<file path="src/rtl/tsil_pkg.sv">
// tsil_pkg: offsets, field positions, reset values and timing counts
// for the transmit status and interrupt block.
// assumes a 12-bit byte-wide register port and a 100 MHz system clock.
package tsil_pkg;

	// ----------------
	// register offsets
	// ----------------
	localparam logic [11:0] OFS_TX_PORT_CTRL = 12'h18a; // test port control
	localparam logic [11:0] OFS_TEST_PORT_BIT_SUPPRESS = 12'h18b;
	localparam logic [11:0] OFS_TX_SYNCHRONIZER_CONTROL = 12'h18e;
	localparam logic [11:0] OFS_TX_LATCHED_STATUS_ONE = 12'h190;
	localparam logic [11:0] OFS_TX_LATCHED_STATUS_HDLC = 12'h191;
	localparam logic [11:0] OFS_TX_LATCHED_STATUS_SYNC = 12'h192;
	localparam logic [11:0] OFS_TX_INTERRUPT_SUMMARY = 12'h19f;
	localparam logic [11:0] OFS_TX_INTERRUPT_MASK_ONE = 12'h1a0;
	localparam logic [11:0] OFS_TX_INTERRUPT_MASK_HDLC = 12'h1a1;
	localparam logic [11:0] OFS_TX_INTERRUPT_MASK_SYNC = 12'h1a2;
	localparam logic [11:0] OFS_TX_FIFO_WATERMARK = 12'h187; // watermark select
	localparam logic [11:0] OFS_TX_MODE = 12'h1f0; // line mode and framing

	// ----------------
	// field positions
	// ----------------
	localparam int BIT_PORT_ENABLE = 0;
	localparam int BIT_CRC_SEARCH = 3;
	localparam int BIT_SYNC_ENABLE = 2;
	localparam int BIT_AUTO_INHIBIT = 1;
	localparam int BIT_RESYNC = 0;
	localparam int BIT_FULL = 7;
	localparam int BIT_EMPTY = 6;
	localparam int BIT_SLIP = 5;
	localparam int BIT_SLC = 4;
	localparam int BIT_DENS_ALIGN = 3;
	localparam int BIT_MFRAME = 2;
	localparam int BIT_CLK_RESTORED = 1;
	localparam int BIT_CLK_LOSS = 0;
	localparam int BIT_DL_EMPTY = 4;
	localparam int BIT_UNDERRUN = 3;
	localparam int BIT_MSG_END = 2;
	localparam int BIT_BELOW_WM = 1;
	localparam int BIT_NOT_FULL = 0;
	localparam int BIT_LOSS_LIVE = 1;
	localparam int BIT_LOSS_DETECT = 0;
	localparam int BIT_MODE_E1 = 0;
	localparam int BIT_MODE_ESF = 1;
	localparam int BIT_MODE_SLC = 2;

	// ----------------
	// reset values and widths
	// ----------------
	localparam logic [7:0] RST_REG = 8'h00;
	localparam logic [7:0] MASK_HDLC_USED = 8'h1f;
	localparam logic [7:0] MASK_SYNC_USED = 8'h01;
	localparam logic [7:0] MASK_CTRL_USED = 8'h0f;
	localparam logic [6:0] FIFO_DEPTH = 7'h40; // 64-byte transmit fifo

	// watermark table, codes 00..11
	localparam logic [6:0] WM_CODE0 = 7'h04;
	localparam logic [6:0] WM_CODE1 = 7'h10;
	localparam logic [6:0] WM_CODE2 = 7'h20;
	localparam logic [6:0] WM_CODE3 = 7'h30;

	// ----------------
	// timing
	// ----------------
	localparam int CLK_PERIOD_NS = 10;
	localparam int LOSS_LINE_PERIODS = 3; // line clock periods without edge
	localparam int LINE_PERIOD_NS = 648; // slowest line rate period, rounded up
	localparam int LOSS_TIME_NS = LOSS_LINE_PERIODS * LINE_PERIOD_NS;
	localparam int LOSS_CYCLES = (LOSS_TIME_NS + CLK_PERIOD_NS - 1) / CLK_PERIOD_NS;
	localparam int SLC_FRAMES = 72; // frames per slc multiframe
	localparam int DATA_LINK_BITS = 8;

endpackage : tsil_pkg

</file>
<file path="src/rtl/tsil_top.sv">
// tsil_top: per-port transmit status, mask and interrupt logic plus the
// test port and synchronizer control registers.
// assumes event pulses come from same-clock logic; the line clock is
// asynchronous and is synchronised before use.
//
// Functional notes
// - test port active only while enable set
// - suppress bits gate channel bits, msb first
// - crc multiframe search only in e1
// - synchronizer runs only while enabled
// - auto resync unless inhibit bit set
// - rising edge of resync starts one resync
// - every status bit except the live loss bit latches, can interrupt
// - full, empty, slip flags from elastic store
// - slc flag once per 72 frames
// - bit 3: density violation t1, align e1
// - multiframe flag on each multiframe boundary
// - clock restored flag when loss ends
// - clock loss after three idle periods
// - unmasked latched bit pulls interrupt low
// - data link empty after 8 bits, t1
// - underrun latches and forces abort
// - message end latches on completion
// - below watermark latches on rising edge
// - not full latches on rising edge
// - hunting holds live bit, latches detect
// - summary shows pending per group
// - mask bit one enables its status
// - watermark select 4, 16, 32, 48 bytes
module tsil_top #(
	parameter int LOSS_COUNT = tsil_pkg::LOSS_CYCLES
) (
	input wire logic clk,
	input wire logic reset,
	// register port
	input wire logic [11:0] reg_addr,
	input wire logic [7:0] reg_wdata,
	input wire logic reg_write,
	input wire logic reg_read,
	output logic [7:0] reg_rdata,
	// transmit line clock pin, asynchronous
	input wire logic transmit_line_clock,
	// event pulses from the transmit path
	input wire logic store_full_event,
	input wire logic store_empty_event,
	input wire logic frame_tick,
	input wire logic pulse_density_violation,
	input wire logic align_frame_event,
	input wire logic multiframe_event,
	input wire logic data_link_shift_done,
	input wire logic fifo_ran_empty,
	input wire logic message_end_flag,
	input wire logic [6:0] fifo_level,
	input wire logic sync_hunting,
	// control outputs
	output logic test_port_enable,
	output logic [7:0] channel_bit_suppress,
	output logic crc_multiframe_search,
	output logic synchronizer_enable,
	output logic auto_resync_allow,
	output logic resync_start,
	output logic abort_request,
	output logic frame_loss_live,
	output logic interrupt_out_n
);

	// ----------------
	// registers
	// ----------------
	logic [7:0] port_ctrl_q; // test port control
	logic [7:0] test_port_bit_suppress_q;
	logic [7:0] tx_synchronizer_control_q;
	logic [7:0] tx_latched_status_one_q;
	logic [7:0] tx_latched_status_hdlc_q;
	logic [7:0] tx_latched_status_sync_q;
	logic [7:0] tx_interrupt_mask_one_q;
	logic [7:0] tx_interrupt_mask_hdlc_q;
	logic [7:0] tx_interrupt_mask_sync_q;
	logic [1:0] watermark_select_q;
	logic [2:0] mode_q; // esf/slc/e1 selects
	logic resync_prev_q; // last resync bit
	logic resync_start_q;
	logic [7:0] reg_rdata_q;

	// line clock synchroniser and watchdog
	logic line_sync1_q; // first stage, read only by second
	logic line_sync2_q;
	logic line_prev_q;
	logic [15:0] idle_cnt_q;
	logic clock_loss_q; // live loss condition

	// edge memories for level conditions, and the slc frame counter
	logic below_wm_prev_q;
	logic not_full_prev_q;
	logic hunt_prev_q;
	logic [6:0] slc_cnt_q;

	// combinational helpers
	logic mode_e1;
	logic [6:0] wm_bytes;
	logic below_watermark_level;
	logic not_full_level;
	logic underrun;
	logic [7:0] set_one;
	logic [7:0] set_hdlc;
	logic [7:0] set_sync;
	logic line_edge;
	logic clock_back;
	logic slc_wrap;
	logic [2:0] summary;

	// write one clears; an event in the same cycle keeps the bit
	function automatic logic [7:0] w1c(input logic [7:0] cur, input logic [7:0] set,
			input logic hit, input logic [7:0] wd);
		logic [7:0] clr;
		clr = hit ? wd : 8'h00;
		return (cur & ~clr) | set;
	endfunction : w1c

	// ----------------
	// control register writes
	// ----------------

	// plain control registers
	always_ff @(posedge clk or posedge reset) begin
		if (reset) begin
			port_ctrl_q <= tsil_pkg::RST_REG;
			test_port_bit_suppress_q <= tsil_pkg::RST_REG;
			tx_synchronizer_control_q <= tsil_pkg::RST_REG;
			tx_interrupt_mask_one_q <= tsil_pkg::RST_REG;
			tx_interrupt_mask_hdlc_q <= tsil_pkg::RST_REG;
			tx_interrupt_mask_sync_q <= tsil_pkg::RST_REG;
			watermark_select_q <= 2'h0;
			mode_q <= 3'h0;
		end else if (reg_write) begin
			if (reg_addr == tsil_pkg::OFS_TX_PORT_CTRL) begin
				port_ctrl_q <= reg_wdata & 8'h01;
			end else if (reg_addr == tsil_pkg::OFS_TEST_PORT_BIT_SUPPRESS) begin
				test_port_bit_suppress_q <= reg_wdata;
			end else if (reg_addr == tsil_pkg::OFS_TX_SYNCHRONIZER_CONTROL) begin
				tx_synchronizer_control_q <= reg_wdata & tsil_pkg::MASK_CTRL_USED;
			end else if (reg_addr == tsil_pkg::OFS_TX_INTERRUPT_MASK_ONE) begin
				tx_interrupt_mask_one_q <= reg_wdata;
			end else if (reg_addr == tsil_pkg::OFS_TX_INTERRUPT_MASK_HDLC) begin
				tx_interrupt_mask_hdlc_q <= reg_wdata & tsil_pkg::MASK_HDLC_USED;
			end else if (reg_addr == tsil_pkg::OFS_TX_INTERRUPT_MASK_SYNC) begin
				tx_interrupt_mask_sync_q <= reg_wdata & tsil_pkg::MASK_SYNC_USED;
			end else if (reg_addr == tsil_pkg::OFS_TX_FIFO_WATERMARK) begin
				watermark_select_q <= reg_wdata[1:0];
			end else if (reg_addr == tsil_pkg::OFS_TX_MODE) begin
				mode_q <= reg_wdata[2:0];
			end
		end
	end

	// ----------------
	// control outputs
	// ----------------
	assign mode_e1 = mode_q[tsil_pkg::BIT_MODE_E1];
	assign test_port_enable = port_ctrl_q[tsil_pkg::BIT_PORT_ENABLE];
	// bit 7 is channel bit 8
	assign channel_bit_suppress = test_port_enable ? test_port_bit_suppress_q : 8'hff;
	assign crc_multiframe_search = mode_e1
		& tx_synchronizer_control_q[tsil_pkg::BIT_CRC_SEARCH];
	assign synchronizer_enable = tx_synchronizer_control_q[tsil_pkg::BIT_SYNC_ENABLE];
	assign auto_resync_allow = synchronizer_enable
		& ~tx_synchronizer_control_q[tsil_pkg::BIT_AUTO_INHIBIT];
	assign resync_start = resync_start_q;
	assign abort_request = underrun;
	assign frame_loss_live = synchronizer_enable & sync_hunting;

	// manual resync edge detector
	always_ff @(posedge clk or posedge reset) begin
		if (reset) begin
			resync_prev_q <= 1'b0;
			resync_start_q <= 1'b0;
		end else begin
			resync_prev_q <= tx_synchronizer_control_q[tsil_pkg::BIT_RESYNC];
			resync_start_q <= tx_synchronizer_control_q[tsil_pkg::BIT_RESYNC]
				& ~resync_prev_q & synchronizer_enable;
		end
	end

	// ----------------
	// line clock watchdog
	// ----------------

	// two-stage synchroniser, then edge compare on stage two
	always_ff @(posedge clk or posedge reset) begin
		if (reset) begin
			line_sync1_q <= 1'b0;
			line_sync2_q <= 1'b0;
			line_prev_q <= 1'b0;
		end else begin
			line_sync1_q <= transmit_line_clock;
			line_sync2_q <= line_sync1_q;
			line_prev_q <= line_sync2_q;
		end
	end
	assign line_edge = line_sync2_q ^ line_prev_q;

	// idle counter; loss set when it reaches the limit
	always_ff @(posedge clk or posedge reset) begin
		if (reset) begin
			idle_cnt_q <= 16'h0000;
			clock_loss_q <= 1'b0;
		end else if (line_edge) begin
			idle_cnt_q <= 16'h0000;
			clock_loss_q <= 1'b0;
		end else if (idle_cnt_q >= 16'(LOSS_COUNT - 1)) begin
			clock_loss_q <= 1'b1;
		end else begin
			idle_cnt_q <= idle_cnt_q + 16'h0001;
		end
	end
	assign clock_back = clock_loss_q & line_edge;

	// ----------------
	// event conditioning
	// ----------------

	// slc frame counter, wraps every multiframe
	always_ff @(posedge clk or posedge reset) begin
		if (reset) begin
			slc_cnt_q <= 7'h00;
		end else if (frame_tick) begin
			slc_cnt_q <= slc_wrap ? 7'h00 : slc_cnt_q + 7'h01;
		end
	end
	assign slc_wrap = frame_tick && (slc_cnt_q == 7'(tsil_pkg::SLC_FRAMES - 1));

	always_comb begin
		case (watermark_select_q)
			2'h0: wm_bytes = tsil_pkg::WM_CODE0;
			2'h1: wm_bytes = tsil_pkg::WM_CODE1;
			2'h2: wm_bytes = tsil_pkg::WM_CODE2;
			default: wm_bytes = tsil_pkg::WM_CODE3;
		endcase
	end
	assign below_watermark_level = fifo_level < wm_bytes;
	assign not_full_level = fifo_level < tsil_pkg::FIFO_DEPTH;
	assign underrun = fifo_ran_empty & ~message_end_flag;

	// previous levels for rising-edge detection
	always_ff @(posedge clk or posedge reset) begin
		if (reset) begin
			below_wm_prev_q <= 1'b1; // empty fifo is below: no edge at reset
			not_full_prev_q <= 1'b1;
			hunt_prev_q <= 1'b0;
		end else begin
			below_wm_prev_q <= below_watermark_level;
			not_full_prev_q <= not_full_level;
			hunt_prev_q <= frame_loss_live;
		end
	end

	// first group set vector
	always_comb begin
		set_one = 8'h00;
		set_one[tsil_pkg::BIT_FULL] = store_full_event;
		set_one[tsil_pkg::BIT_EMPTY] = store_empty_event;
		set_one[tsil_pkg::BIT_SLIP] = store_full_event | store_empty_event;
		// slc only in t1 with slc on
		set_one[tsil_pkg::BIT_SLC] = slc_wrap & ~mode_e1 & mode_q[tsil_pkg::BIT_MODE_SLC];
		set_one[tsil_pkg::BIT_DENS_ALIGN] = mode_e1 ? align_frame_event
			: pulse_density_violation;
		set_one[tsil_pkg::BIT_MFRAME] = multiframe_event;
		set_one[tsil_pkg::BIT_CLK_RESTORED] = clock_back;
		// loss latched on its onset; clearing while lost holds it low
		set_one[tsil_pkg::BIT_CLK_LOSS] = ~clock_loss_q & ~line_edge
			& (idle_cnt_q >= 16'(LOSS_COUNT - 1));
	end

	// hdlc group set vector
	always_comb begin
		set_hdlc = 8'h00;
		set_hdlc[tsil_pkg::BIT_DL_EMPTY] = data_link_shift_done & ~mode_e1;
		set_hdlc[tsil_pkg::BIT_UNDERRUN] = underrun;
		set_hdlc[tsil_pkg::BIT_MSG_END] = message_end_flag;
		set_hdlc[tsil_pkg::BIT_BELOW_WM] = below_watermark_level & ~below_wm_prev_q;
		set_hdlc[tsil_pkg::BIT_NOT_FULL] = not_full_level & ~not_full_prev_q;
	end

	// sync group set vector
	always_comb begin
		set_sync = 8'h00;
		set_sync[tsil_pkg::BIT_LOSS_DETECT] = frame_loss_live & ~hunt_prev_q;
	end

	// ----------------
	// latched status
	// ----------------

	always_ff @(posedge clk or posedge reset) begin
		if (reset) begin
			tx_latched_status_one_q <= tsil_pkg::RST_REG;
			tx_latched_status_hdlc_q <= tsil_pkg::RST_REG;
			tx_latched_status_sync_q <= tsil_pkg::RST_REG;
		end else begin
			tx_latched_status_one_q <= w1c(tx_latched_status_one_q, set_one,
				reg_write && reg_addr == tsil_pkg::OFS_TX_LATCHED_STATUS_ONE, reg_wdata);
			tx_latched_status_hdlc_q <= w1c(tx_latched_status_hdlc_q, set_hdlc,
				reg_write && reg_addr == tsil_pkg::OFS_TX_LATCHED_STATUS_HDLC, reg_wdata);
			tx_latched_status_sync_q <= w1c(tx_latched_status_sync_q, set_sync,
				reg_write && reg_addr == tsil_pkg::OFS_TX_LATCHED_STATUS_SYNC, reg_wdata);
		end
	end

	// ----------------
	// interrupt
	// ----------------
	// per-group pending
	assign summary = {|(tx_latched_status_sync_q & tx_interrupt_mask_sync_q),
		|(tx_latched_status_hdlc_q & tx_interrupt_mask_hdlc_q),
		|(tx_latched_status_one_q & tx_interrupt_mask_one_q)};
	assign interrupt_out_n = ~(|summary);

	// ----------------
	// read port
	// ----------------

	// read data one cycle after the strobe; unmapped reads zero
	always_ff @(posedge clk or posedge reset) begin
		if (reset) begin
			reg_rdata_q <= tsil_pkg::RST_REG;
		end else if (!reg_read) begin
			reg_rdata_q <= 8'h00;
		end else if (reg_addr == tsil_pkg::OFS_TX_PORT_CTRL) begin
			reg_rdata_q <= port_ctrl_q;
		end else if (reg_addr == tsil_pkg::OFS_TEST_PORT_BIT_SUPPRESS) begin
			reg_rdata_q <= test_port_bit_suppress_q;
		end else if (reg_addr == tsil_pkg::OFS_TX_SYNCHRONIZER_CONTROL) begin
			reg_rdata_q <= tx_synchronizer_control_q;
		end else if (reg_addr == tsil_pkg::OFS_TX_LATCHED_STATUS_ONE) begin
			reg_rdata_q <= tx_latched_status_one_q;
		end else if (reg_addr == tsil_pkg::OFS_TX_LATCHED_STATUS_HDLC) begin
			reg_rdata_q <= tx_latched_status_hdlc_q;
		end else if (reg_addr == tsil_pkg::OFS_TX_LATCHED_STATUS_SYNC) begin
			// live loss bit beside the latched detect bit
			reg_rdata_q <= {6'h00, frame_loss_live,
				tx_latched_status_sync_q[tsil_pkg::BIT_LOSS_DETECT]};
		end else if (reg_addr == tsil_pkg::OFS_TX_INTERRUPT_SUMMARY) begin
			reg_rdata_q <= {5'h00, summary};
		end else if (reg_addr == tsil_pkg::OFS_TX_INTERRUPT_MASK_ONE) begin
			reg_rdata_q <= tx_interrupt_mask_one_q;
		end else if (reg_addr == tsil_pkg::OFS_TX_INTERRUPT_MASK_HDLC) begin
			reg_rdata_q <= tx_interrupt_mask_hdlc_q;
		end else if (reg_addr == tsil_pkg::OFS_TX_INTERRUPT_MASK_SYNC) begin
			reg_rdata_q <= tx_interrupt_mask_sync_q;
		end else if (reg_addr == tsil_pkg::OFS_TX_FIFO_WATERMARK) begin
			reg_rdata_q <= {6'h00, watermark_select_q};
		end else if (reg_addr == tsil_pkg::OFS_TX_MODE) begin
			reg_rdata_q <= {5'h00, mode_q};
		end else begin
			reg_rdata_q <= 8'h00;
		end
	end
	assign reg_rdata = reg_rdata_q;

endmodule : tsil_top

</file>
<file path="config.mk">
export PLATFORM = sky130hd
export DESIGN_NAME = tsil_top
export DESIGN_NICKNAME = d
export VERILOG_FILES = /design/src/rtl/tsil_pkg.sv /design/src/rtl/tsil_top.sv
export SDC_FILE = /design/constraint.sdc
export NUM_CORES = 1
export LEC_CHECK = 0
export BUFFER_PORTS_ARGS = -buffer_cell sky130_fd_sc_hd__buf_2
export CORE_MARGIN = 8
export CORE_UTILIZATION = 45
export CTS_CLUSTER_DIAMETER = 200
export CTS_CLUSTER_SIZE = 16
export DETAILED_ROUTE_END_ITERATION = 7
export PLACE_DENSITY_LB_ADDON = 0.3
export SETUP_SLACK_MARGIN = 0.3
export SYNTH_ARGS = -nofsm -noshare
export SYNTH_HDL_FRONTEND = slang
export SYNTH_SLANG_ARGS = --single-unit
</file>
<file path="constraint.sdc">
create_clock -name clk -period 7.3 [get_ports clk]
set_input_delay 0.73 -clock clk [delete_from_list [all_inputs] [get_ports clk]]
set_output_delay 0.73 -clock clk [all_outputs]
set_load 0.01 [all_outputs]
</file>
# ---- Word level (Yosys, flattened, before mapping)
# Cells that the tools add are included.
dict set report totals {
  output_inout_bits 24
  ff_bits 96
  inputBits 42
  word_cells 132
}
dict set report op_classes {
  n_reduce_logical 18
  n_mux 24
  n_bitwise 46
  order_cmp 3
  n_eq_ne 16
  add_sub_neg 2
}
# operator n
set ops {}
lappend ops {{$eq A12 B9 Y1 const B} 12}
lappend ops {{$mux W8} 13}
lappend ops {{$and A8 B8 Y8} 4}
lappend ops {{$mux W16} 2}
lappend ops {{$not A8 Y8} 3}
lappend ops {{$reduce_or A24 Y1} 1}
lappend ops {{$reduce_or A8 Y1} 3}
lappend ops {{$pmux W6 S3} 1}
lappend ops {{$not A1 Y1} 17}
lappend ops {{$add A16 B1 Y16 const B} 1}
lappend ops {{$ge A16 B8 Y1 const B} 1}
lappend ops {{$and A1 B1 Y1} 15}
lappend ops {{$mux W3} 3}
lappend ops {{$reduce_and A9 Y1} 1}
lappend ops {{$and A8 B1 Y8} 1}
lappend ops {{$and A8 B5 Y8} 1}
lappend ops {{$or A8 B1 Y8} 1}
lappend ops {{$or A8 B5 Y8} 1}
lappend ops {{$or A8 B8 Y8} 1}
lappend ops {{$reduce_and A8 Y1} 1}
lappend ops {{$add A7 B1 Y7 const B} 1}
lappend ops {{$eq A7 B7 Y1 const B} 1}
lappend ops {{$lt A7 B7 Y1} 1}
lappend ops {{$lt A7 B7 Y1 const B} 1}
lappend ops {{17 further kinds} 22}

# ---- Longest topological paths before layout
# Gate-level depths: netlist (run 1).
dict set report depth {
  ltp_word 14
  ltp_mapped 8
  depth_no_buf 7
}

# ---- Worst setup path before layout (run 1)
# No wires, ideal clock.
dict set report synth_timing {
  path_type {input -> register}
  from {input reg_addr[0]}
  to {register tx_interrupt_mask_one_q[1]}
  setup_ps 125
  path_slack_ps 4832
  stages 5
  arrival_ps 2344
  n_path_buf 1
  path_cell_list {clkbuf_1 > nor4_1 > nand2_1 > nor3_2 > mux2_2}
}
dict set report synth_between {
  elab_chain_cells 3
}
# item line
set synth_rtl {}
lappend synth_rtl {{start: declaration} tsil_top.sv:36} ;# input wire logic [11:0] reg_addr,
lappend synth_rtl {{$eq A12 B9 Y1 (on tied branches)} {tsil_top.sv:140, tsil_top.sv:136, tsil_top.sv:138}}
lappend synth_rtl {{$not A1 Y1 (no source line)} -}
lappend synth_rtl {{$reduce_and A5 Y1 (no source line) *} -}
lappend synth_rtl {{end signal: assignment} tsil_top.sv:130} ;# tx_interrupt_mask_one_q <= tsil_pkg::RST_REG;
lappend synth_rtl {{end signal: assignment} tsil_top.sv:143} ;# tx_interrupt_mask_one_q <= reg_wdata;
lappend synth_rtl {{end: declaration} tsil_top.sv:76} ;# logic [7:0] tx_interrupt_mask_one_q;
# Every way passes the cells marked *; elsewhere a longest branch is shown, timed or not.
# A chain may end at the register's enable or synchronous reset.

# ---- Worst setup path after layout (run 1)
dict set report layout_timing {
  from {input reg_addr[0]}
  to {register tx_interrupt_mask_one_q[3]}
}
# The elaborated chain is that of the path after synthesis.

==> results by group, run 1 <==
Run status
  • Outcome: finished clean

Clock tree
  • Setup bufs post-CTS: 0
  • CTS tree: yes
  • Number of H-tree levels: 3
  • Clock transition time at the flip-flop clock pins of the worst setup and hold paths: 0.10 ns
  • Clock sink count: 89
  • CTS resizes: 0
  • CTS Root Buffer Type: clkbuf_8
  • CTS Hold Buffers Added: 0
  • CTS buffer count: 9
  • Clock latency on the worst-skew pair: 0.36 ns
  • CTS max path bufs: 2

Hold path
  • Hold Path Sink: line_sync2_q
  • Min-delay worst type: register to register
  • HP Start: line_sync1_q
  • Hold Path Cell Cnt: 0

STA
  • Fmax: about 370 MHz
  • Count of final hold-check violations: 0
  • RSZ-0062 raised after global routing: false
  • Setup TNS: 0 ns
  • Max-slew violations: 0
  • Actual slew at the worst max-slew pin: between 1 and 1.5 ns
  • Final setup viols: 0
  • Worst hold slack: about 0.36 ns
  • Fin Clk Skew: 0.01226 ns
  • Final min period: 2.702 ns
  • Final worst slack: approximately 4.6 ns
  • Max-Slew Margin vs Limit: 0.2701
  • Period Utilization, post-route: 0.3702

Worst setup path
  • Worst Path Arrival: roughly 3.0 ns
  • FF-to-FF setup slack: roughly 4.9 ns
  • Crit Path Class: input port to register
  • Setup crit start kind: input port
  • Worst Setup End Kind: register
  • CP max FO: 26
  • Reg2reg start: idle_cnt_q[1]
  • Reg-to-reg critical path endpoint: idle_cnt_q[6]
  • WP data required: 7.55 ns
  • Worst Reg-to-Reg Cells: 6

Synthesis
  • Post-synth EDFFs: 0
  • Top cells by area, synth: dfrtp_1, mux2_2, nor2_1, nand2_1, nand2b_1
  • Synth Flop Type: dfrtp_1
  • Unique masters post-synth: 59
  • Cell taking the most area after synthesis: dfrtp_1
  • Avg Inst Size Synth: 10.78 sq um
  • Yosys top cell area share: 0.5012
  • Gate Count Post-Synth: 403
  • FFs w/ async S/R, synth: 1.000
  • Net Count, Synth: 450
  • Syn Std Cell Area: roughly 0.0043 sq mm
  • FF+latch count, synth: 89
  • Synth warn: 0
  • Seq/Total Area, Yosys: 0.5132

Layout
  • Most frequent cells in the layout: dfrtp_1, buf_2, nor2_1
  • Storage cell area: between 0.002 and 0.0025 sq mm
  • Diodes inserted: 0
  • Multi-input gate area in the final layout: a little over 0.002 sq mm
  • Area grow syn2layout: 14.89%
  • Final core utilization: 0.5227
  • Fill count: around 870
  • Share of cells above drive strength 1: 0.2537
  • Nets: around 520
  • Most common cell after layout, fill and taps aside: dfrtp_1

Power
  • Leak: around 2.3 nW
  • Pwr/cell area: just under 200 mW/mm^2
  • Peak VDD IR: about 120 uV
  • Total power: a little under 1 mW

Detailed routing
  • First-pass iteration count of the detailed router: 5
  • Vias: between 3000 and 4000
  • Final wirelength: 10.52 mm
  • Total DRC errors in the routed layout: 0
  • Routed length per instance: ~17 um
  • Post-DRT Antenna Nets: 0
  • DR iter-0 viols: about 220
  • Vias/cell: between 5 and 6

Global routing
  • Pin count of the biggest net entering global routing: 90
  • Total grt overflow: 0
  • Vias in the first global route: roughly 3400
  • GRT Total Usage: 0.1686
  • Antenna violations before repair: 0
  • First-pass GRT wire length: 17.46 mm

Floorplanning
  • I/O pins: 66
  • Core Region: 0.009549 sq mm
  • Row cnt: 36
  • Die area: 0.01305 sq mm
  • Die X: 114.3 um
  • Initial Utilization: 0.4549
  • Die H: between 100 and 150 um

Place
  • DP Wirelength: just under 8 mm
  • Routability congestion estimate from global placement: around 0.9
  • Pre-CTS WS: 4.215 ns
  • Port bufs: between 60 and 70

Run
  • Maxcap violations: 0
-- cells in the mapped netlist (all sizes together) (2+ instances only) --
cell type	number
and3	6
mux2i	6
a211oi	4
or3	7
nor2	39
nor2b	7
nor4	8
ha	5
dfstp	2
nand2b	15
xnor2	4
dfrtp	87
a221oi	3
a22o	6
mux2	34
a211o	4
nand3	8
o21ai	10
nand4	9
a21o	6
o21bai	2
a21oi	12
a22oi	6
clkbuf	9
xor2	7
and4	2
and2	9
o2bb2ai	2
a21boi	6
nand2	33
o22ai	3
nor3	8
inv	13
a32oi	2
-- through the flow --
step / area (sq um) / std cells
floorplan: 4344 / 403
global placement: 4790 / 590
detailed placement: 4790 / 590
CTS: 4991 / 606
global route: 4991 / 606
finish: 4991 / 606
-- per-layer routing --
layer | track usage | vias to the layer above | wire length (um)
li1 | - | 1591 | -
met1 | 0.2110 | 1633 | 4618
met2 | 0.2780 | 102 | 5054
met3 | 0.04325 | 16 | 672
met4 | 0.05413 | 0 | 170
met5 | 0 | - | 0
-- power by group --
group / internal [mW] / leakage [nW] / switching, mW
Combinational: 0.0364 / 1.06 / 0.0535
Clock: 0.163 / 0.0954 / 0.188
Sequential: 0.512 / 1.16 / 0.0210
-- worst max-delay path: stages --
cell	delay [ns]
buf_2	0.27
nor4_1	0.69
nand2_1	0.24
nor3_2	0.61
mux2_2	0.40
-- worst max path at each step --
stage	start	end	cells after the start
final	reg_addr[0]	tx_interrupt_mask_one_q[3]	5
after global routing	reg_addr[0]	tx_interrupt_mask_one_q[4]	5
after CTS	reg_addr[0]	tx_interrupt_mask_one_q[0]	5
after detailed placement	reg_addr[0]	tx_interrupt_mask_one_q[0]	5
after global placement	reg_addr[0]	tx_interrupt_mask_one_q[0]	5
after floorplan	reset	clock_loss_q	1
-- state kept, by name (all words and copies together), names as in the netlist, 3 cells and up --
signal / cells
tx_synchronizer_control_q: 4
test_port_bit_suppress_q: 8
reg_rdata: 8
tx_interrupt_mask_one_q: 8
tx_latched_status_one_q: 8
tx_latched_status_hdlc_q: 8
slc_cnt_q: 7
idle_cnt_q: 16
mode_q: 3
tx_interrupt_mask_hdlc_q: 5
-- cells by family after synthesis --
| family | count (synthesis) | share of synthesized area |
|---|---|---|
| compound gates | 78 | 0.1302 |
| buf+inv | 23 | 0.02160 |
| mux | 40 | 0.1020 |
| flops | 89 | 0.5132 |
| xor+xnor | 11 | 0.02218 |
| fa+ha+maj | 5 | 0.01440 |
| simple gates | 157 | 0.1964 |
-- layout make-up --
class,count,area share
clock buffer,10,0.02557
sequential,89,0.4467
clock inverter,6,0.01479
tap,133,0.03334
timing repair buffer,64,0.06468
inverter,13,0.01003
multi-input combinational,291,0.4049
Note: power is estimated with default switching activity, not from simulation.
==> inputs of run 2 (changes only) <==
==> constraint.sdc (replaced) <==
create_clock -name clk -period 2.4 [get_ports clk]
set_input_delay 0.24 -clock clk [delete_from_list [all_inputs] [get_ports clk]]
set_output_delay 0.24 -clock clk [all_outputs]
set_load 0.01 [all_outputs]
==> run 2 against run 1 <==
Setup slack got worse by 4.4 ns. Clock skew barely moved. Core utilization rose by 2.4 points. Sequential share of layout area fell by 2.0 points. Non-clock buffer count rose by 21. Clock-buffer cell count did not move. Sequential power rose to 3.0 times the previous value. Wire length rose by 4.6%.
==> results by group, run 2 (synthesized netlist as in run 1, its figures left out) <==
Run status
  • Outcome: finished clean (unchanged)

Worst setup path
  • Setup crit start kind: register (was input port)
  • Crit path to: idle_cnt_q[6] (was tx_interrupt_mask_one_q[3])
  • Worst Reg-to-Reg Cells: 6 (unchanged)
  • Reg-to-reg critical path endpoint: idle_cnt_q[6] (unchanged)
  • CP max FO: 3 (was 26)
  • Worst Path Arrival: 2.44 ns (was 2.95 ns)
  • Crit Path Class: register to register (was input port to register)
  • Crit-path max cell delay: 0.56 ns (was 0.69 ns)
  • Worst Setup End Kind: register (unchanged)
  • Reg2reg start: idle_cnt_q[2] (was idle_cnt_q[1])
  • Worst Setup SP: idle_cnt_q[2] (was reg_addr[0])
  • CP Cell Sequence: or4_4 > o311ai_4 > and3_4 > nand4_1 > or3_1 > a21oi_2 (was buf_2 > nor4_1 > nand2_1 > nor3_2 > mux2_2)
  • WP data required: 2.68 ns (was 7.55 ns)
  • Critical Path Slowest Stage Cell: or4_4 (was nor4_1)
  • FF-to-FF setup slack: 0.24 ns (was 4.87 ns)

Floorplanning
  • Initial Utilization: 0.4549 (unchanged)
  • Core Region: 0.009549 sq mm (unchanged)
  • Die H: 114.3 um (unchanged)
  • Row cnt: 36 (unchanged)
  • Die area: 0.01305 sq mm (unchanged)
  • Die X: 114.3 um (unchanged)
  • I/O pins: 66 (unchanged)

Power
  • Total power: 2.976 mW (was 0.9747 mW)
  • Logic pwr share: 0.103 (was 0.092)
  • Pwr/cell area: 570.1 mW/mm^2 (was 195.3 mW/mm^2)
  • Reg power frac: 0.546 (was 0.547)
  • Sw Ratio: 0.2608 (was 0.2694)
  • P_int: 2.200 mW (was 0.7121 mW)
  • Leak: 2.414 nW (was 2.309 nW)
  • Switch Pwr: 0.7763 mW (was 0.2625 mW)
  • Clock Power Share: 0.352 (was 0.360)
  • Peak VDD IR: 327.2 uV (was 124.2 uV)

STA
  • Count of final hold-check violations: 0 (unchanged)
  • Max-slew violations: 0 (unchanged)
  • Fmax: 462.4 MHz
  • Period Utilization, post-route: 0.9011
  • RSZ-0062 raised after global routing: true (was false)
  • Fin Clk Skew: 0.01197 ns (was 0.01226 ns)
  • Setup TNS: 0 ns (unchanged)
  • Max-Slew Margin vs Limit: 0.4753 (was 0.2701)
  • Final min period: between 2 and 2.5 ns
  • Actual slew at the worst max-slew pin: 0.7845 ns (was 1.095 ns)
  • Final setup viols: 0 (unchanged)

Global routing
  • GR Layer Usage met2: 0.2953 (was 0.2780)
  • Antenna violations before repair: 0 (unchanged)
  • Vias in the first global route: 3559 (was 3397)
  • Met1 usage in global routing: 0.2128 (was 0.2110)
  • Pin count of the biggest net entering global routing: 43 (was 90)
  • First-pass GRT wire length: 17.91 mm (was 17.46 mm)
  • GR peak layer: met2 (unchanged)
  • Total grt overflow: 0 (unchanged)
  • GRT Total Usage: 0.1758 (was 0.1686)
  • Met3 GRT Util: 0.04114 (was 0.04325)

Detailed routing
  • First-pass iteration count of the detailed router: 5 (unchanged)
  • Post-DRT Antenna Nets: 0 (unchanged)
  • Routed length per instance: 17.56 um (was 17.35 um)
  • Vias: 3478 (was 3342)
  • Vias/cell: 5.556 (was 5.515)
  • Total DRC errors in the routed layout: 0 (unchanged)
  • Final wirelength: 11.00 mm (was 10.52 mm)
  • DR iter-0 viols: 236 (was 223)

Clock tree
  • Clock sink count: 89 (unchanged)
  • Number of H-tree levels: 3 (unchanged)
  • CTS tree: yes (unchanged)
  • Clock latency on the worst-skew pair: 0.35 ns (was 0.36 ns)
  • CTS buffer count: 9 (unchanged)
  • Clock transition time at the flip-flop clock pins of the worst setup and hold paths: 0.09 ns (was 0.10 ns)
  • CTS max path bufs: 2 (unchanged)
  • CTS Root Buffer Type: clkbuf_8 (unchanged)

Place
  • Placed cell areas: 0.004903 sq mm (was 0.004790 sq mm)
  • Port bufs: 63 (unchanged)
  • Routability congestion estimate from global placement: 0.9205 (was 0.9000)
  • DP Wirelength: 8.112 mm (was 7.767 mm)

Layout
  • Area grow syn2layout: 20.19% (was 14.89%)
  • Max reg flops: 16 (unchanged)
  • Biggest register: idle_cnt_q (unchanged)
  • Most frequent cells in the layout: dfrtp_1, buf_2, nor2_1 (unchanged)
  • Diodes inserted: 0 (unchanged)
  • Share of cells above drive strength 1: 0.2941 (was 0.2537)
  • Design Area, Final: 0.005221 sq mm (was 0.004991 sq mm)
  • Nets: 536 (was 515)
  • Most common cell after layout, fill and taps aside: dfrtp_1 (unchanged)

Hold path
  • Min-delay worst type: input port to register (was register to register)

Run
  • Maxcap violations: 0 (unchanged)
-- run 2: cell count changes in the layout (fill, tap and decap cells not counted), sizes merged --
cell         change
buf             +19
clkinvlp         +1
inv              -2
dlygate4sd3      +2
-- run 2: how the worst min path moves through the flow --
stage | from | end | cells after the start
4_1_cts | fifo_level[6] | not_full_prev_q | 2
3_5_place_dp | reset | slc_cnt_q[1] | 2
3_3_place_gp | reset | slc_cnt_q[1] | 2
5_1_grt | fifo_level[6] | not_full_prev_q | 2
2_1_floorplan | fifo_level[6] | not_full_prev_q | 1
6_report | fifo_level[6] | not_full_prev_q | 2
-- run 2: per-stage QoR --
step,std cells,utilization,worst slack [ns],hold slack (ns)
2_1_floorplan,403,-,0.3055,0.2662
3_3_place_gp,602,0.5135,0.2001,0.2057
3_5_place_dp,602,0.5135,0.1078,0.2061
4_1_cts,624,0.5425,0.3141,0.007797
5_1_grt,626,0.5468,0.1736,0.02711
6_report,626,0.5468,0.2374,0.03391
-- run 2: cell type report --
class / instances / area (sq um)
clock inverter: 5 / 65.06
sequential: 89 / 2230
clock buffer: 10 / 137.6
inverter: 13 / 52.55
timing repair buffer: 85 / 498.0
tap: 133 / 166.4
fill: 874 / 4328
multi-input combinational: 291 / 2072
-- run 2: power groups by stage --
stage | sequential, mW | combinational [mW] | clock (mW)
2_1_floorplan | 1.64 | 0.179 | 0
3_3_place_gp | 1.65 | 0.276 | 0
3_5_place_dp | 1.65 | 0.287 | 0
4_1_cts | 1.62 | 0.302 | 1.08
5_1_grt | 1.64 | 0.348 | 1.15
6_report | 1.62 | 0.306 | 1.05
-- run 2: routing by layer --
layer  vias up  share of wire
met2       112           0.50
met1      1714           0.42
met4         0          0.018
li1       1634              -
met3        18          0.061
met5         -              0
-- run 2: worst max-delay path, delay by kind of cell (launching register included) --
| family | cells | cell delay, ns |
|---|---|---|
| AOI/OAI and AO/OA | 2 | 0.37 |
| DFF | 1 | 0.40 |
| and+or+nand+nor | 4 | 1.32 |
-- run 2: timing repair --
item	CTS	global route
hold endpoints to repair	11	0
hold buffers	2	0
setup endpoints to repair	4	6
gates resized for setup	4	4
setup buffers	5	2
pin swaps	5	7
==> inputs of run 3 (changes only) <==
==> constraint.sdc (replaced) <==
create_clock -name clk -period 2.05 [get_ports clk]
set_input_delay 0.205 -clock clk [delete_from_list [all_inputs] [get_ports clk]]
set_output_delay 0.205 -clock clk [all_outputs]
set_load 0.01 [all_outputs]
==> run 3 against run 2 <==
The flow now finishes with violations (setup timing). Total power is 22% higher. Combinational power grew 24%. Via count up 1.5%. Critical path depth is 1 higher. Register-to-register slack got worse by 0.30 ns. Sequential power grew 17%. Clock power increased by 30%. Final cell count increased by 2.9%. Flip-flop and latch count unchanged. Wire length fell by 0.43%. Largest cell class unchanged.
==> results by group, run 3 (synthesized netlist as in run 1, its figures left out) <==
Run status
  • Outcome: finished, violations left (was finished clean)
  • Violated checks: setup timing

Place
  • Port bufs: 63 (unchanged)
  • Routability congestion estimate from global placement: 0.8943 (was 0.9205)
  • DP Wirelength: 8.335 mm (was 8.112 mm)
  • Placed cell count: 620 (was 602)

Detailed routing
  • Vias/cell: 5.480 (was 5.556)
  • DR iter-0 viols: 174 (was 236)
  • Final wirelength: 10.95 mm (was 11.00 mm)
  • Routed length per instance: 17.00 um (was 17.56 um)
  • Total DRC errors in the routed layout: 0 (unchanged)
  • Post-DRT Antenna Nets: 0 (unchanged)
  • Vias: 3529 (was 3478)
  • First-pass iteration count of the detailed router: 4 (was 5)

STA
  • RSZ-0062 raised after global routing: true (unchanged)
  • Actual slew at the worst max-slew pin: 0.8028 ns (was 0.7845 ns)
  • Final min period: 2.114 ns (was 2.163 ns)
  • Fmax: 473.0 MHz (was 462.4 MHz)
  • Final setup viols: 1 (was 0)
  • Max-slew violations: 0 (unchanged)
  • Final worst slack: -0.06401 ns (was 0.2374 ns)
  • Period Utilization, post-route: 1.031 (was 0.9011)
  • Count of final hold-check violations: 0 (unchanged)
  • Max-Slew Margin vs Limit: 0.4630 (was 0.4753)
  • Fin Clk Skew: 0.01628 ns (was 0.01197 ns)

Global routing
  • Total grt overflow: 0 (unchanged)
  • Antenna violations before repair: 0 (unchanged)
  • Pin count of the biggest net entering global routing: 54 (was 43)
  • Vias in the first global route: 3560 (was 3559)
  • GRT Total Usage: 0.1744 (was 0.1758)
  • GR peak layer: met2 (unchanged)
  • GR Layer Usage met2: 0.2843 (was 0.2953)
  • Met3 GRT Util: 0.03165 (was 0.04114)
  • First-pass GRT wire length: 17.86 mm (was 17.91 mm)
  • Met1 usage in global routing: 0.2211 (was 0.2128)

Worst setup path
  • Crit path max-delay family: simple AND/OR/NAND/NOR gates (unchanged)
  • Setup crit start kind: register (unchanged)
  • Worst Path Arrival: 2.34 ns (was 2.44 ns)
  • CP Cell Sequence: or4_1 > o311ai_1 > and3_2 > nand4_1 > buf_4 > o21ai_1 > a21oi_2 (was or4_4 > o311ai_4 > and3_4 > nand4_1 > or3_1 > a21oi_2)
  • Crit-path max cell delay: 0.52 ns (was 0.56 ns)
  • Worst Setup End Kind: register (unchanged)
  • Critical Path Slowest Stage Cell: or4_1 (was or4_4)
  • Crit Path Class: register to register (unchanged)
  • WP data required: 2.28 ns (was 2.68 ns)
  • CP max FO: 3 (unchanged)
  • Worst Path Buf+Inv: 1 (was 0)

Power
  • Leak: 2.554 nW (was 2.414 nW)
  • Pwr/cell area: 664.7 mW/mm^2 (was 570.1 mW/mm^2)
  • Peak VDD IR: 376.1 uV (was 327.2 uV)

Clock tree
  • CTS buffer count: 9 (unchanged)
  • Clock sink count: 89 (unchanged)
  • Clock latency on the worst-skew pair: 0.37 ns (was 0.35 ns)
  • CTS max path bufs: 2 (unchanged)
  • CTS Root Buffer Type: clkbuf_8 (unchanged)
  • CTS tree: yes (unchanged)
  • Number of H-tree levels: 3 (unchanged)
  • Clock transition time at the flip-flop clock pins of the worst setup and hold paths: 0.10 ns (was 0.09 ns)

Hold path
  • Min-delay worst type: input port to register (unchanged)

Layout
  • Biggest register: idle_cnt_q (unchanged)
  • Diodes inserted: 0 (unchanged)
  • Share of cells above drive strength 1: 0.3307 (was 0.2941)
  • Final core utilization: 0.5713 (was 0.5468)
  • Nets: 553 (was 536)
  • Most frequent cells in the layout: dfrtp_1, buf_2, nor2_1 (unchanged)
  • Max reg flops: 16 (unchanged)
  • Fin cells: 644 (was 626)
  • Area grow syn2layout: 25.58% (was 20.19%)
  • Most common cell after layout, fill and taps aside: dfrtp_1 (unchanged)
  • Fill count: 837 (was 874)

Floorplanning
  • Die H: 114.3 um (unchanged)
  • Die X: 114.3 um (unchanged)
  • I/O pins: 66 (unchanged)
  • Core Region: 0.009549 sq mm (unchanged)
  • Initial Utilization: 0.4549 (unchanged)
  • Die area: 0.01305 sq mm (unchanged)
  • Row cnt: 36 (unchanged)

Run
  • Maxcap violations: 0 (unchanged)
-- run 3: worst paths after layout --
| path | cells past startpoint | slack (ns) | start | endpoint |
|---|---|---|---|---|
| worst min-delay path | 2 | 0.03 | store_empty_event | tx_latched_status_one_q[6] |
| max in group asynchronous | 4 | 1.16 | reset | below_wm_prev_q |
| min in group asynchronous | 3 | 0.31 | reset | slc_cnt_q[0] |
| worst max-delay path | 7 | -0.06 | idle_cnt_q[1] | idle_cnt_q[6] |
| worst min register to register | 0 | 0.36 | line_sync1_q | line_sync2_q |
| worst max register to register | 7 | -0.06 | idle_cnt_q[1] | idle_cnt_q[6] |
-- run 3: routing by layer --
layer  part of all wire  vias up
met5                  0        -
li1                   -     1662
met2               0.48      109
met3              0.064       20
met4              0.021        0
met1               0.44     1738
-- run 3: per-stage QoR --
step	hold WS (ns)	instance area (sq um)	setup slack, ns	setup TNS, ns	power (mW)
after global placement	0.1502	5125	0.01867	0	2.282
after global routing	0.01215	5455	-0.1294	-0.3099	3.785
after detailed placement	0.1568	5125	-0.07546	-0.1280	2.299
after CTS	0.01843	5438	-0.02835	-0.02835	3.656
after floorplan	0.2312	4429	-0.05715	-0.05715	2.132
final	0.02538	5455	-0.06401	-0.06401	3.626
-- run 3: timing repair --
action | CTS | global route
resized for setup | 6 | 5
pin swaps | 9 | 3
setup endpoints to repair | 12 | 12
hold endpoints to repair | 8 | 0
gates cloned | 0 | 0
hold buffers | 3 | 0
setup buffers | 5 | 0
-- run 3: area by class of cell --
| class | count | area (sq um) | area share |
|---|---|---|---|
| sequential | 89 | 2230 | 0.4087 |
| tap | 133 | 166.4 | 0.03050 |
| inverter | 13 | 52.55 | 0.009633 |
| timing repair buffer | 102 | 660.6 | 0.1211 |
| clock inverter | 7 | 100.1 | 0.01835 |
| multi-input combinational | 291 | 2122 | 0.3890 |
| clock buffer | 9 | 123.9 | 0.02271 |
-- run 3: power by group --
group / total (mW) / internal, mW / leakage, nW / switching (mW)
sequential: 1.89 / 1.82 / 1.16 / 0.0648
combinational: 0.379 / 0.165 / 1.28 / 0.214
clock: 1.36 / 0.697 / 0.114 / 0.660
total: 3.63 / 2.69 / 2.55 / 0.939
